$ cat src/shared/simc_map.svh
`ifndef SIMC_MAP_SVH
`define SIMC_MAP_SVH
// bit positions inside the interface mode register
`define SIMC_BIT_REG_CRC_EN   13
`define SIMC_BIT_RX_CRC_EN    12
`define SIMC_BIT_CRC_TYPE     11
`define SIMC_BIT_RESET_FLAG   10
`define SIMC_WS_HI            9
`define SIMC_WS_LO            8
`define SIMC_RSVD_HI          7
`define SIMC_RSVD_LO          5
`define SIMC_BIT_TIMEOUT_EN   4
`define SIMC_SEL_HI           3
`define SIMC_SEL_LO           0
// reset value: reset flag, 24-bit words, timeout on
`define SIMC_MODE_RESET       16'h0510
// writable bits; 15:14 read as zero, 7:5 held at zero
`define SIMC_MODE_WMASK       16'h3F1F
`define SIMC_WS_16            2'h0
`define SIMC_WS_24            2'h1
`define SIMC_WS_32_PAD        2'h2
`define SIMC_WS_32_SEXT       2'h3
`define SIMC_LEN_16           6'h10
`define SIMC_LEN_24           6'h18
`define SIMC_LEN_32           6'h20
`define SIMC_TOP_HI           15
`define SIMC_TOP_LO           14
`define SIMC_WORD_RESET       32'h0000_0000
// sample and formatted word slices
`define SIMC_SMP_MSB          23
`define SIMC_SMP16_LO         8
`define SIMC_EXT_HI           31
`define SIMC_EXT_LO           24
`define SIMC_PAD_HI           7
`define SIMC_PAD_LO           0
`endif

$ cat src/shared/simc_pkg.sv
package simc_pkg;
	typedef enum logic [1:0] {
		SIMC_WS16      = 2'h0,
		SIMC_WS24      = 2'h1,
		SIMC_WS32_PAD  = 2'h2,
		SIMC_WS32_SEXT = 2'h3
	} simc_word_size_type;
	typedef logic [15:0] simc_reg_type;
	typedef logic [31:0] simc_word_type;
endpackage : simc_pkg

$ cat src/rtl/simc_word_format.sv
`timescale 1ns/10ps
`include "simc_map.svh"
module simc_word_format (
	// selection
	input  wire simc_pkg::simc_word_size_type word_size_select,
	// 24-bit conversion result
	input  wire logic [23:0]                  sample,
	// formatted word, left aligned in 32 bits except in sign-extend mode, where the sample sits in bits 23:0
	output logic [31:0]                       word,
	output logic [5:0]                        word_bits
);
	import simc_pkg::*;
	always_comb begin
		unique case (word_size_select)
			SIMC_WS16: begin
				word      = {sample[`SIMC_SMP_MSB:`SIMC_SMP16_LO], 16'h0000};
				word_bits = `SIMC_LEN_16;
			end
			SIMC_WS24: begin
				word      = {sample, 8'h00};
				word_bits = `SIMC_LEN_24;
			end
			SIMC_WS32_PAD: begin
				word      = {sample, 8'h00};
				word_bits = `SIMC_LEN_32;
			end
			SIMC_WS32_SEXT: begin
				word      = {{8{sample[`SIMC_SMP_MSB]}}, sample};
				word_bits = `SIMC_LEN_32;
			end
		endcase
	end
endmodule : simc_word_format

$ cat src/rtl/simc_mode_reg.sv
`timescale 1ns/10ps
`include "simc_map.svh"
// Notes on behaviour
// - bit 12 enables incoming frame CRC check
// - bit 11 picks CCITT or ANSI polynomial
// - bit 10 set by reset, host clears
// - bits 9:8 select 16 or 24 bits
// - 10b zero-pads, 11b sign-extends 32 bits
// - bit 4 enables timeout, resets on
module simc_mode_reg (
	// clock and reset
	input  wire logic                         clk,
	input  wire logic                         reset,
	// register access from the serial command decoder
	input  wire logic                         wr_en,
	input  wire simc_pkg::simc_reg_type       wr_data,
	output simc_pkg::simc_reg_type            rd_data,
	// sample to format
	input  wire logic [23:0]                  sample,
	output simc_pkg::simc_word_type           out_word,
	output logic [5:0]                        out_word_bits,
	// controls to the rest of the device
	output logic                              rx_crc_check_en,
	output logic                              reg_crc_en,
	output logic                              crc_poly_ansi,
	output logic                              reset_seen,
	output logic                              timeout_en,
	output simc_pkg::simc_word_size_type      word_size_select
);
	import simc_pkg::*;

	simc_reg_type  mode_r;
	simc_reg_type  mode_nxt;
	simc_word_type fmt_word;
	logic [5:0]    fmt_bits;
	simc_word_type word_r;
	simc_word_type word_nxt;
	logic [5:0]    bits_r;
	logic [5:0]    bits_nxt;

	// host write; the flag has no hardware set besides reset, so a
	// clearing write can never race a set in the same cycle
	always_comb begin
		mode_nxt = mode_r;
		if (wr_en) begin
			// reserved bits keep zero whatever the host writes
			mode_nxt = wr_data & `SIMC_MODE_WMASK;
		end
	end

	// reset raises the flag, selects 24-bit words and arms the timeout
	always_ff @(posedge clk or posedge reset) begin
		if (reset) begin
			mode_r <= `SIMC_MODE_RESET;
		end else begin
			mode_r <= mode_nxt;
		end
	end

	// formatter follows the field as it stands in this cycle
	simc_word_format u_fmt (
		.word_size_select (word_size_select),
		.sample           (sample),
		.word             (fmt_word),
		.word_bits        (fmt_bits)
	);

	always_comb begin
		word_nxt = fmt_word;
		bits_nxt = fmt_bits;
	end

	// registered every cycle, so a field change reaches out_word and out_word_bits one cycle later
	always_ff @(posedge clk or posedge reset) begin
		if (reset) begin
			word_r <= `SIMC_WORD_RESET;
			bits_r <= `SIMC_LEN_24;
		end else begin
			word_r <= word_nxt;
			bits_r <= bits_nxt;
		end
	end

	// every control is a plain register bit, so it changes only on a write or on reset
	assign rd_data          = mode_r;
	assign rx_crc_check_en  = mode_r[`SIMC_BIT_RX_CRC_EN];
	assign reg_crc_en       = mode_r[`SIMC_BIT_REG_CRC_EN];
	assign crc_poly_ansi    = mode_r[`SIMC_BIT_CRC_TYPE];
	assign reset_seen       = mode_r[`SIMC_BIT_RESET_FLAG];
	assign timeout_en       = mode_r[`SIMC_BIT_TIMEOUT_EN];
	assign word_size_select = simc_word_size_type'(mode_r[`SIMC_WS_HI:`SIMC_WS_LO]);
	assign out_word         = word_r;
	assign out_word_bits    = bits_r;

	// incoming frame crc check enable; a write on an edge still in reset is not taken
	crc_chk_a: assert property (
		@(posedge clk) disable iff (reset)
		!reset && wr_en |=> rx_crc_check_en == $past(wr_data[`SIMC_BIT_RX_CRC_EN]))
		else $error("crc check enable wrong");

	crc_hold_a: assert property (
		@(posedge clk) disable iff (reset)
		!wr_en |=> $stable(rx_crc_check_en))
		else $error("crc check enable changed without write");

	write_takes_a: assert property (
		@(posedge clk) disable iff (reset)
		!reset && wr_en |=> rd_data == ($past(wr_data) & `SIMC_MODE_WMASK))
		else $error("mode write lost");

	// polynomial select and register map crc enable
	poly_sel_a: assert property (
		@(posedge clk) disable iff (reset)
		!reset && wr_en ##1 1'b1 |-> crc_poly_ansi == $past(wr_data[`SIMC_BIT_CRC_TYPE]))
		else $error("poly select wrong");

	poly_hold_a: assert property (
		@(posedge clk) disable iff (reset)
		!wr_en |=> $stable(crc_poly_ansi))
		else $error("poly select changed without write");

	map_crc_a: assert property (
		@(posedge clk) disable iff (reset)
		!reset && wr_en |=> reg_crc_en == $past(wr_data[`SIMC_BIT_REG_CRC_EN]))
		else $error("register crc enable wrong");

	// reset flag: raised by reset, cleared by a host write of zero
	flag_clear_a: assert property (
		@(posedge clk) disable iff (reset)
		!reset && wr_en && !wr_data[`SIMC_BIT_RESET_FLAG] |=> !reset_seen)
		else $error("reset flag not cleared");

	flag_set_a: assert property (
		@(posedge clk) disable iff (reset)
		!reset && wr_en && wr_data[`SIMC_BIT_RESET_FLAG] |=> reset_seen)
		else $error("reset flag write of one lost");

	flag_hold_a: assert property (
		@(posedge clk) disable iff (reset)
		!wr_en |=> $stable(reset_seen))
		else $error("reset flag changed without write");

	hold_value_a: assert property (
		@(posedge clk) disable iff (reset)
		!wr_en |=> $stable(rd_data))
		else $error("mode changed without write");

	reset_load_a: assert property (
		@(posedge clk) disable iff (reset)
		$fell(reset) |-> rd_data == `SIMC_MODE_RESET)
		else $error("mode reset value wrong");

	// word length select and the 16 and 24-bit formats
	ws_take_a: assert property (
		@(posedge clk) disable iff (reset)
		!reset && wr_en |=> word_size_select == $past(wr_data[`SIMC_WS_HI:`SIMC_WS_LO]))
		else $error("word size write lost");

	ws_hold_a: assert property (
		@(posedge clk) disable iff (reset)
		!wr_en |=> $stable(word_size_select))
		else $error("word size changed without write");

	word_rst_a: assert property (
		@(posedge clk) disable iff (reset)
		$fell(reset) |-> out_word == `SIMC_WORD_RESET && out_word_bits == `SIMC_LEN_24)
		else $error("word reset value wrong");

	len16_a: assert property (
		@(posedge clk) disable iff (reset)
		!reset && word_size_select == SIMC_WS16 |=> out_word_bits == `SIMC_LEN_16)
		else $error("16-bit length wrong");

	w16_data_a: assert property (
		@(posedge clk) disable iff (reset)
		!reset && word_size_select == SIMC_WS16 |=> out_word == {$past(sample[`SIMC_SMP_MSB:`SIMC_SMP16_LO]), 16'h0000})
		else $error("16-bit word wrong");

	len24_a: assert property (
		@(posedge clk) disable iff (reset)
		!reset && word_size_select == SIMC_WS24 |=> out_word_bits == `SIMC_LEN_24)
		else $error("24-bit length wrong");

	w24_data_a: assert property (
		@(posedge clk) disable iff (reset)
		!reset && word_size_select == SIMC_WS24 |=> out_word == {$past(sample), 8'h00})
		else $error("24-bit word wrong");

	// 32-bit formats
	pad_word_a: assert property (
		@(posedge clk) disable iff (reset)
		!reset && word_size_select == SIMC_WS32_PAD |=> out_word[`SIMC_PAD_HI:`SIMC_PAD_LO] == 8'h00 && out_word_bits == `SIMC_LEN_32)
		else $error("zero pad wrong");

	pad_data_a: assert property (
		@(posedge clk) disable iff (reset)
		!reset && word_size_select == SIMC_WS32_PAD |=> out_word == {$past(sample), 8'h00})
		else $error("padded word wrong");

	sext_word_a: assert property (
		@(posedge clk) disable iff (reset)
		!reset && word_size_select == SIMC_WS32_SEXT |=> out_word[`SIMC_EXT_HI:`SIMC_EXT_LO] == {8{$past(sample[`SIMC_SMP_MSB])}})
		else $error("sign ext");

	sext_data_a: assert property (
		@(posedge clk) disable iff (reset)
		!reset && word_size_select == SIMC_WS32_SEXT |=> out_word[`SIMC_SMP_MSB:`SIMC_PAD_LO] == $past(sample))
		else $error("sign extended word wrong");

	// reserved bits
	rsvd_zero_a: assert property (
		@(posedge clk) disable iff (reset)
		rd_data[`SIMC_RSVD_HI:`SIMC_RSVD_LO] == 3'h0 && rd_data[`SIMC_TOP_HI:`SIMC_TOP_LO] == 2'h0)
		else $error("reserved bits set");

	// serial timeout enable
	timeout_off_a: assert property (
		@(posedge clk) disable iff (reset)
		!reset && wr_en && !wr_data[`SIMC_BIT_TIMEOUT_EN] |=> !timeout_en)
		else $error("timeout not disabled");

	timeout_on_a: assert property (
		@(posedge clk) disable iff (reset)
		!reset && wr_en && wr_data[`SIMC_BIT_TIMEOUT_EN] |=> timeout_en)
		else $error("timeout not enabled");

	timeout_hold_a: assert property (
		@(posedge clk) disable iff (reset)
		!wr_en |=> $stable(timeout_en))
		else $error("timeout enable changed without write");
endmodule : simc_mode_reg

$ cat config.mk
export PLATFORM = sky130hd
export DESIGN_NAME = simc_mode_reg
export DESIGN_NICKNAME = d
export VERILOG_FILES = /design/src/shared/simc_pkg.sv /design/src/rtl/simc_word_format.sv /design/src/rtl/simc_mode_reg.sv
export VERILOG_INCLUDE_DIRS = /design/src /design/src/shared
export SDC_FILE = /design/constraint.sdc
export NUM_CORES = 1
export LEC_CHECK = 0
export ABC_AREA = 1
export BUFFER_PORTS_ARGS = -buffer_cell sky130_fd_sc_hd__buf_2
export CAP_MARGIN = 20
export CORE_MARGIN = 2
export CORE_UTILIZATION = 48
export DETAILED_ROUTE_END_ITERATION = 12
export GPL_ROUTABILITY_DRIVEN = 0
export PLACE_DENSITY = 0.9
export SLEW_MARGIN = 15
export SYNTH_ARGS = -nofsm -noshare
export SYNTH_HDL_FRONTEND = slang
export SYNTH_SLANG_ARGS = --single-unit
$ cat constraint.sdc
create_clock -name clk -period 4.4 [get_ports clk]
set_clock_uncertainty 0.1 [all_clocks]
set_input_delay 0.44 -clock clk [delete_from_list [all_inputs] [get_ports clk]]
set_output_delay 0.44 -clock clk [all_outputs]
set_load 0.01 [all_outputs]
# Yosys cells after proc, flatten, opt, wreduce, memory -nomap -nowiden
# Cells that the tools add are included.
op_classes:
  eq_ne: 3
  muxes: 2
  reduce_logical: 3
ops:
  columns: ["operator", "count"]
  rows:
  - ["32-bit case mux with 3 select lines", 1]
  - ["6-bit case mux with 3 select lines", 1]
  - ["2-bit equality test, second input constant", 2]
  - ["2-bit OR reduction", 2]
  - ["2-bit by 1-bit equality test with 1-bit output, second input constant", 1]
  - ["2-bit logical NOT", 1]
totals:
  regBits: 49
  in_bits: 43
  out_inout_bits: 61
  elab_cells: 11

# Depth between registers and ports, before layout
# Gate-level depths: netlist of the first run.
logic_depth:
  word_depth: 3
  mapped_depth: 8
  ltp_nobuf: 6

# Cells and area by module
# Synthesis of the first run repeated with hierarchy kept, for this count alone.
unflattened:
  cells_unflattened: 200
  area_unflattened_um2: 2029.4
modules_own_cells:
  columns: ["mod", "instances", "cells_per_inst", "area_each_um2", "seq_area_each_um2"]
  rows:
  - ["simc_mode_reg", 1, 99, 1476.4, 1232.4]
  - ["simc_word_format", 1, 101, 553.0, 0.0]

# Least setup slack after synthesis of the first run
# No wires, ideal clock.
synth_path:
  path_kind: "register -> register"
  start: "register mode_r[8], in the netlist rd_data[8]"
  end: "register word_r[20], in the netlist out_word[20]"
  setup_ps: 115
  t_arrival_ps: 1437
  required_time_ps: 4185
  setup_slack_ps: 2748
  stages_incl_launch_ff: 9
  n_path_buf: 2
  period_less_slack_ps: 1652
  cell_sequence: "dfstp_2 inv_1 ha_1 buf_6 inv_4 nand2_8 buf_12 nand2_2 nand2_2"
synth_via:
  elab_chain_cells: 3
  word_cells_on_any_way: 6
  cone_classes: "eq/ne: 3; mux: 1; reduce/logical: 2"
synth_lines:
  columns: ["item", "line_no", "source"]
  rows:
  - ["from (decl)", "simc_mode_reg.sv:32", "simc_reg_type mode_r;"]
  - ["from (signal assigned)", "simc_mode_reg.sv:54", "mode_r <= `SIMC_MODE_RESET;"]
  - ["from (signal assigned)", "simc_mode_reg.sv:56", "mode_r <= mode_nxt;"]
  - ["2-bit by 1-bit equality test with 1-bit output or 2-bit equality test (tied branches)", "simc_word_format.sv:14", "unique case (word_size_select)"]
  - ["2-bit OR reduction (no source line)", null, null]
  - ["32-bit case mux with 3 select lines (*)", "simc_word_format.sv:14", null]
  - ["via fmt_word[20]", "simc_mode_reg.sv:34", "simc_word_type fmt_word;"]
  - ["to (signal assigned)", "simc_mode_reg.sv:76", "word_r <= `SIMC_WORD_RESET;"]
  - ["to (signal assigned)", "simc_mode_reg.sv:79", "word_r <= word_nxt;"]
  - ["to (decl)", "simc_mode_reg.sv:36", "simc_word_type word_r;"]
# Mark *: on every way through the listed nets, which the timed path passes. The rest lies on a longest branch. The select of a mux whose other input is x is not followed.
# A chain may end at the register's enable or synchronous reset.

# Final worst setup path of the first run
layout_path:
  start: "register mode_r[8], in the netlist rd_data[8]"
  end: "register word_r[25], in the netlist out_word[25]"
# Same word-level chain as after synthesis.

==> summary.txt, run 1 <==
STA
  – RSZ-0062 raised after global routing: false
  – Fmax: 552 MHz
  – Fin crit period: 1.81 ns
  – Final Hold Fails: 0
  – Final Cycle Share: 0.412
  – Final Setup Violations: 0
  – Slew headroom: 0.389
  – Pins Over Slew Limit: 0
  – Fin Setup TNS: 0 ns
  – Slew at the pin closest to its max-slew limit: 0.915 ns

Clocking
  – Clock Latency Late Sink: 0.29 ns
  – Clock tree from TritonCTS: yes
  – Clk sinks: 46
  – CTS buffer count: 5
  – H-tree Lvls: 2
  – Clk buf depth: 2
  – CTS root buf: clkbuf_8
  – Post-CTS Resized: 0
  – Clock slew at reported path FFs: 0.08 ns
  – Post-CTS setup buffer count: 0
  – Hold buffer count at cts: 0

Global routing
  – Initial antenna violation count: 0
  – Vias in the first global route: 1,330
  – Largest net degree at the start of global routing: 47
  – GRT Overall Usage: 0.175
  – First-pass GRT wire length: 5810 um
  – Overflow left after global routing: 0

Worst setup path
  – CP top delay family: flip-flops
  – Worst Path Buf+Inv: 0
  – CP arrival: 1.93 ns
  – Crit path launch: rd_data[8]
  – Cell Chain, Critical Path: ha_1 > nand3_2 > nand2_1
  – RR Startpoint: rd_data[8]
  – CP Data Required Time: 4.52 ns
  – Slowest stage cell, crit path: dfstp_2
  – Worst Setup Start Kind: flop
  – Crit-path max cell delay: 0.59 ns
  – Critical-path maximum fanout: 17
  – WS Path Type: reg2reg
  – Critical path capture point type: flop

Finish
  – Diodes inserted: 0
  – NumNets Final: 322
  – Share of layout cells above drive strength 1: 0.444
  – Most common cell after layout, fill and taps aside: buf_2
  – Commonest cells after routing, fill and taps aside: buf_2, nand2_1, dfrtp_1
  – Area growth syn-to-layout: 23.0%
  – Final cell count without fillers: 325
  – Fill cell count: 324
  – Final core utilization: 0.606

Min path
  – HP Start: sample[23]
  – Worst Hold Class: in2reg

Pwr
  – Combinational power share: 0.209
  – Psw: 0.270 mW
  – Reg power frac: 0.524
  – Proportion of power drawn by the clock network: 0.268
  – Internal: 0.655 mW
  – Cell area power density: 387 nW/um^2
  – P_leak: 1.43 nW
  – Peak supply drop: 0.242 mV
  – Switching share of power: 0.292

Drt
  – Vias per cell: 4.51
  – DRC: 0
  – WL/cell: 11.6 um
  – Router iterations before antenna repair: 4
  – Starting DRC count in detailed routing: 84
  – Routed wire length: 3780 um
  – DRT antenna net count: 0
  – Vias: 1,467

Synth
  – Post-Synthesis Cells: 193
  – FF+latch count, synth: 46
  – Sequential fraction of the synthesis area: 0.596
  – Yosys cell types: 20
  – Syn_area_per_cell: 10.1 um^2
  – Yosys warning count: 0
  – Cell Area, Synth: 1940 um^2

Die
  – IO Count: 104
  – Die ar.: 4570 um^2
  – Initial Utilization: 0.493
  – Std-Cell Rows: 23
  – Die Height: 67.6 um
  – Core Area: 3940 um^2
  – Die width: 67.6 um

Run
  – Max cap viols: 0

Placed design
  – Post-Place Cells: 317
  – IO buf count: 90
  – DP HPWL: 2860 um

Status
  – Status: finished, final reports clean
==> cells by family after synthesis <==
logic type | synth area share
AO/OA/AOI/OAI | 0.0489
adder cells (fa/ha/maj) | 0.0322
buffers and inverters | 0.137
flip-flops | 0.596
other | 0.00193
AND/OR/NAND/NOR | 0.184
==> layer usage <==
layer  up-vias  global-route usage  wire length (um)
li1        717                   -                 -
met1       681               0.207              1470
met2        65               0.300              1920
met3         4              0.0483               345
met4         0              0.0689                41
met5         -                   0                 0
==> cell type report <==
type	count	area (um^2)	share of cell area
clock buffers	6	72.6	0.0304
clock inverters	2	13.8	0.00576
inverters	22	87.6	0.0366
multi-input cells	109	546	0.228
flip-flops and latches	46	1160	0.484
well taps	50	62.6	0.0262
repair buffers	90	450	0.188
==> final timing paths <==
path,endpoint,depth (start not counted),slack (ns)
hold / removal,out_word[31],1,0.18
max in group asynchronous,out_word[29],2,3.39
hold reg to reg,rd_data[4],2,0.37
setup reg to reg,out_word[25],3,2.59
min in group asynchronous,out_word[0],2,0.24
setup / recovery,out_word[25],3,2.59
==> synth_stat cells <==
master   count  area share
conb_1       1      0.0019
nand2_8      1       0.010
nand3_1      7       0.018
buf_2        4       0.010
ha_1         5       0.032
o21ai_0      8       0.021
nand3_2      1      0.0052
buf_12       1       0.010
inv_4        2      0.0064
dfstp_2      5       0.068
nand2_2     14       0.045
buf_4       17       0.066
dfrtp_1     41        0.53
buf_6        1      0.0058
nor2_1       2      0.0039
or2_2        1      0.0032
inv_1       20       0.039
a21oi_1      8       0.021
nand2_1     51       0.099
o21ai_1      3      0.0077
==> flip-flops by register name, summed over array words and instances, names as in the netlist <==
register and count:
out_word_bits 3, out_word 32, rd_data 11
==> through the flow <==
stage / total power [mW] / instance area [um^2] / setup WS [ns] / hold slack, ns
after global routing: 0.981 / 2390 / 2.41 / 0.166
after global placement: 0.682 / 2300 / 2.62 / 0.353
after detailed placement: 0.690 / 2300 / 2.57 / 0.363
after floorplan: 0.628 / 1970 / 2.75 / 0.371
after CTS: 0.936 / 2390 / 2.55 / 0.170
final: 0.926 / 2390 / 2.59 / 0.179
==> power groups by stage <==
stage	logic (mW)	clock network (mW)	registers, mW
floorplan	0.110	0	0.518
global route	0.219	0.272	0.490
CTS	0.197	0.254	0.485
global placement	0.191	0	0.491
detailed placement	0.197	0	0.493
finish	0.193	0.248	0.485
No activity file was read; power rests on OpenSTA's default activity.
==> inputs of run 2 (changes only) <==
--- a/config.mk
+++ b/config.mk
@@ -10,10 +10,10 @@
 export BUFFER_PORTS_ARGS = -buffer_cell sky130_fd_sc_hd__buf_2
 export CAP_MARGIN = 20
 export CORE_MARGIN = 2
-export CORE_UTILIZATION = 48
+export CORE_UTILIZATION = 44
 export DETAILED_ROUTE_END_ITERATION = 12
 export GPL_ROUTABILITY_DRIVEN = 0
-export PLACE_DENSITY = 0.9
+export PLACE_DENSITY = 0.84
 export SLEW_MARGIN = 15
 export SYNTH_ARGS = -nofsm -noshare
 export SYNTH_HDL_FRONTEND = slang
==> constraint.sdc (replaced) <==
create_clock -name clk -period 1.8 [get_ports clk]
set_clock_uncertainty 0.1 [all_clocks]
set_input_delay 0.18 -clock clk [delete_from_list [all_inputs] [get_ports clk]]
set_output_delay 0.18 -clock clk [all_outputs]
set_load 0.01 [all_outputs]
==> summary.txt, run 2 (same netlist as run 1, synthesis figures left out) <==
Status
  – Status: finished with violations
  – Violated checks: hold timing

Clocking
  – H-tree Lvls: 2 (unchanged)
  – Post-CTS Resized: 0 (unchanged)
  – Clk sinks: 46 (unchanged)
  – Clock tree from TritonCTS: yes
  – Clk buf depth: 2 (unchanged)
  – Clock Latency Late Sink: 0.29 ns (about the same)
  – Clock slew at reported path FFs: 0.08 ns (about the same)
  – CTS buffer count: 5 (unchanged)
  – CTS root buf: clkbuf_8

Worst setup path
  – CP arrival: 1.71 ns (-0.22 ns)
  – Critical path capture point type: flop
  – Worst reg2reg setup slack: 0.17 ns (-2.41 ns)
  – Crit-path max cell delay: 0.54 ns (-0.05 ns)
  – Cell Chain, Critical Path: inv_1 > ha_1 > inv_4 > nand2_8 > nand2_1 > nand2_1
  – Worst reg-to-reg path cell count: 6 (+3)
  – Slowest stage cell, crit path: dfstp_2
  – Worst Setup Start Kind: flop
  – WS Path Type: reg2reg
  – Critical-path maximum fanout: 15 (-2)
  – Setup crit end: out_word[19]
  – Most frequent CP cell: nand2_1
  – Reg2reg end: out_word[19]
  – CP Data Required Time: 1.89 ns (-2.63 ns)
  – RR Startpoint: rd_data[8]
  – Crit path launch: rd_data[8]

Drt
  – Vias: 1,561 (+6.4%)
  – DRC: 0 (unchanged)
  – DRT antenna net count: 0 (unchanged)
  – Starting DRC count in detailed routing: 76 (-9.5%)
  – Routed wire length: 4330 um (+15%)
  – WL/cell: 12.3 um (+6.1%)
  – Vias per cell: 4.45 (-1.5%)
  – Router iterations before antenna repair: 4 (unchanged)

Finish
  – Post-route cell area: 2650 um^2 (+11%)
  – Number of flip-flops under the largest register name: 32 (unchanged)
  – Commonest cells after routing, fill and taps aside: buf_2, nand2_1, dfrtp_1
  – Share of layout cells above drive strength 1: 0.421 (-0.0222)
  – NumNets Final: 346 (+7.5%)
  – Final core utilization: 0.618 (+0.0116)
  – Area growth syn-to-layout: 36.5%
  – Most common cell after layout, fill and taps aside: buf_2
  – Area of the multi-input gates: 546 um^2 (unchanged)
  – Diodes inserted: 0 (unchanged)
  – Register area: 1160 um^2 (unchanged)
  – Fill cell count: 390 (+20%)

Global routing
  – Overflow left after global routing: 0 (unchanged)
  – First-pass GRT wire length: 6820 um (+17%)
  – Vias in the first global route: 1,499 (+13%)
  – Largest net degree at the start of global routing: 30 (-36%)
  – GRT Overall Usage: 0.179 (+0.00353)
  – Initial antenna violation count: 0 (unchanged)

STA
  – Fin crit period: 1.63 ns (-0.185 ns)
  – Final Hold Fails: 1 (+1)
  – Min Hold Slack: -0.000514 ns (-0.180 ns)
  – Final Cycle Share: 0.904 (+0.492)
  – Pins Over Slew Limit: 0 (unchanged)
  – Final Setup Violations: 0 (unchanged)
  – RSZ-0062 raised after global routing: false
  – Fmax: 615 MHz (+11%)
  – Fin Setup TNS: 0 ns (unchanged)

Die
  – Initial Utilization: 0.453 (-0.0404)
  – Die ar.: 4960 um^2 (+8.5%)
  – Die Height: 70.5 um (+4.2%)
  – IO Count: 104 (unchanged)
  – Std-Cell Rows: 24 (+4.3%)
  – Core Area: 4290 um^2 (+8.9%)
  – Die width: 70.5 um (+4.2%)

Placed design
  – Placed Area: 2360 um^2 (+2.3%)
  – IO buf count: 90 (unchanged)
  – DP HPWL: 3080 um (+8.0%)

Pwr
  – Tot Pwr: 2.45 mW (+160%)
  – P_leak: 1.54 nW (+8.2%)
  – Combinational power share: 0.215 (+0.006)
  – Reg power frac: 0.482 (-0.042)
  – Peak supply drop: 0.436 mV (+80%)
  – Cell area power density: 925 nW/um^2 (+140%)
  – Switching share of power: 0.273 (-0.0191)
  – Internal: 1.78 mW (+170%)
  – Proportion of power drawn by the clock network: 0.303 (+0.035)
  – Psw: 0.669 mW (+150%)

Min path
  – Worst Hold Class: in2reg

Run
  – Max cap viols: 0 (unchanged)
-- run 2: through the flow --
step | setup WS (ns) | std cells | hold slack [ns]
floorplan | 0.148 | 200 | 0.111
global placement | 0.200 | 324 | 0.0860
detailed placement | 0.172 | 324 | 0.0932
CTS | 0.157 | 351 | 0.000779
global route | 0.0929 | 351 | 0.000732
finish | 0.173 | 351 | -0.000514
-- run 2: critical path, delay by kind of cell (launching register included) --
family / cells / cell delay (ns)
buffers and inverters: 2 / 0.19
adders and majority gates: 1 / 0.44
and+or+nand+nor: 3 / 0.25
DFF: 1 / 0.54
-- run 2: power groups by stage --
stage	Sequential [mW]	Clock, mW	Combinational [mW]
floorplan	1.27	0	0.270
global placement	1.20	0	0.488
detailed placement	1.20	0	0.502
CTS	1.19	0.763	0.535
global route	1.19	0.810	0.582
finish	1.18	0.742	0.527
-- run 2: cell type report --
| class | count | share of cell area |
|---|---|---|
| Inverter | 22 | 0.0330 |
| Sequential cell | 46 | 0.436 |
| Timing Repair Buffer | 114 | 0.260 |
| Clock inverter | 1 | 0.0113 |
| Tap cell | 52 | 0.0245 |
| Multi-Input combinational cell | 109 | 0.206 |
| Clock buffer | 7 | 0.0288 |
-- run 2: worst min path at each step --
stage               start      endpoint  slack [ns]  cells after the start
6_report       wr_data[8]    rd_data[8]     -0.0005                      3
5_1_grt        sample[13]  out_word[21]      0.0007                      3
4_1_cts        wr_data[8]    rd_data[8]      0.0008                      3
3_5_place_dp        reset   out_word[7]        0.09                      2
3_3_place_gp        reset   out_word[7]        0.09                      2
2_1_floorplan  sample[23]  out_word[31]        0.11                      0
-- run 2: layer usage --
layer  share of wire  up-vias  global-route usage
met5               0        -                   0
met3           0.065        9              0.0447
met1            0.38      722               0.200
li1                -      764                   -
met4           0.021        0              0.0641
met2            0.53       66               0.325
-- run 2: timing repair --
item                                   4_1_cts  5_1_grt
buffers inserted                             0        0
hold buffers                                19        0
endpoints found under the hold margin       30        0
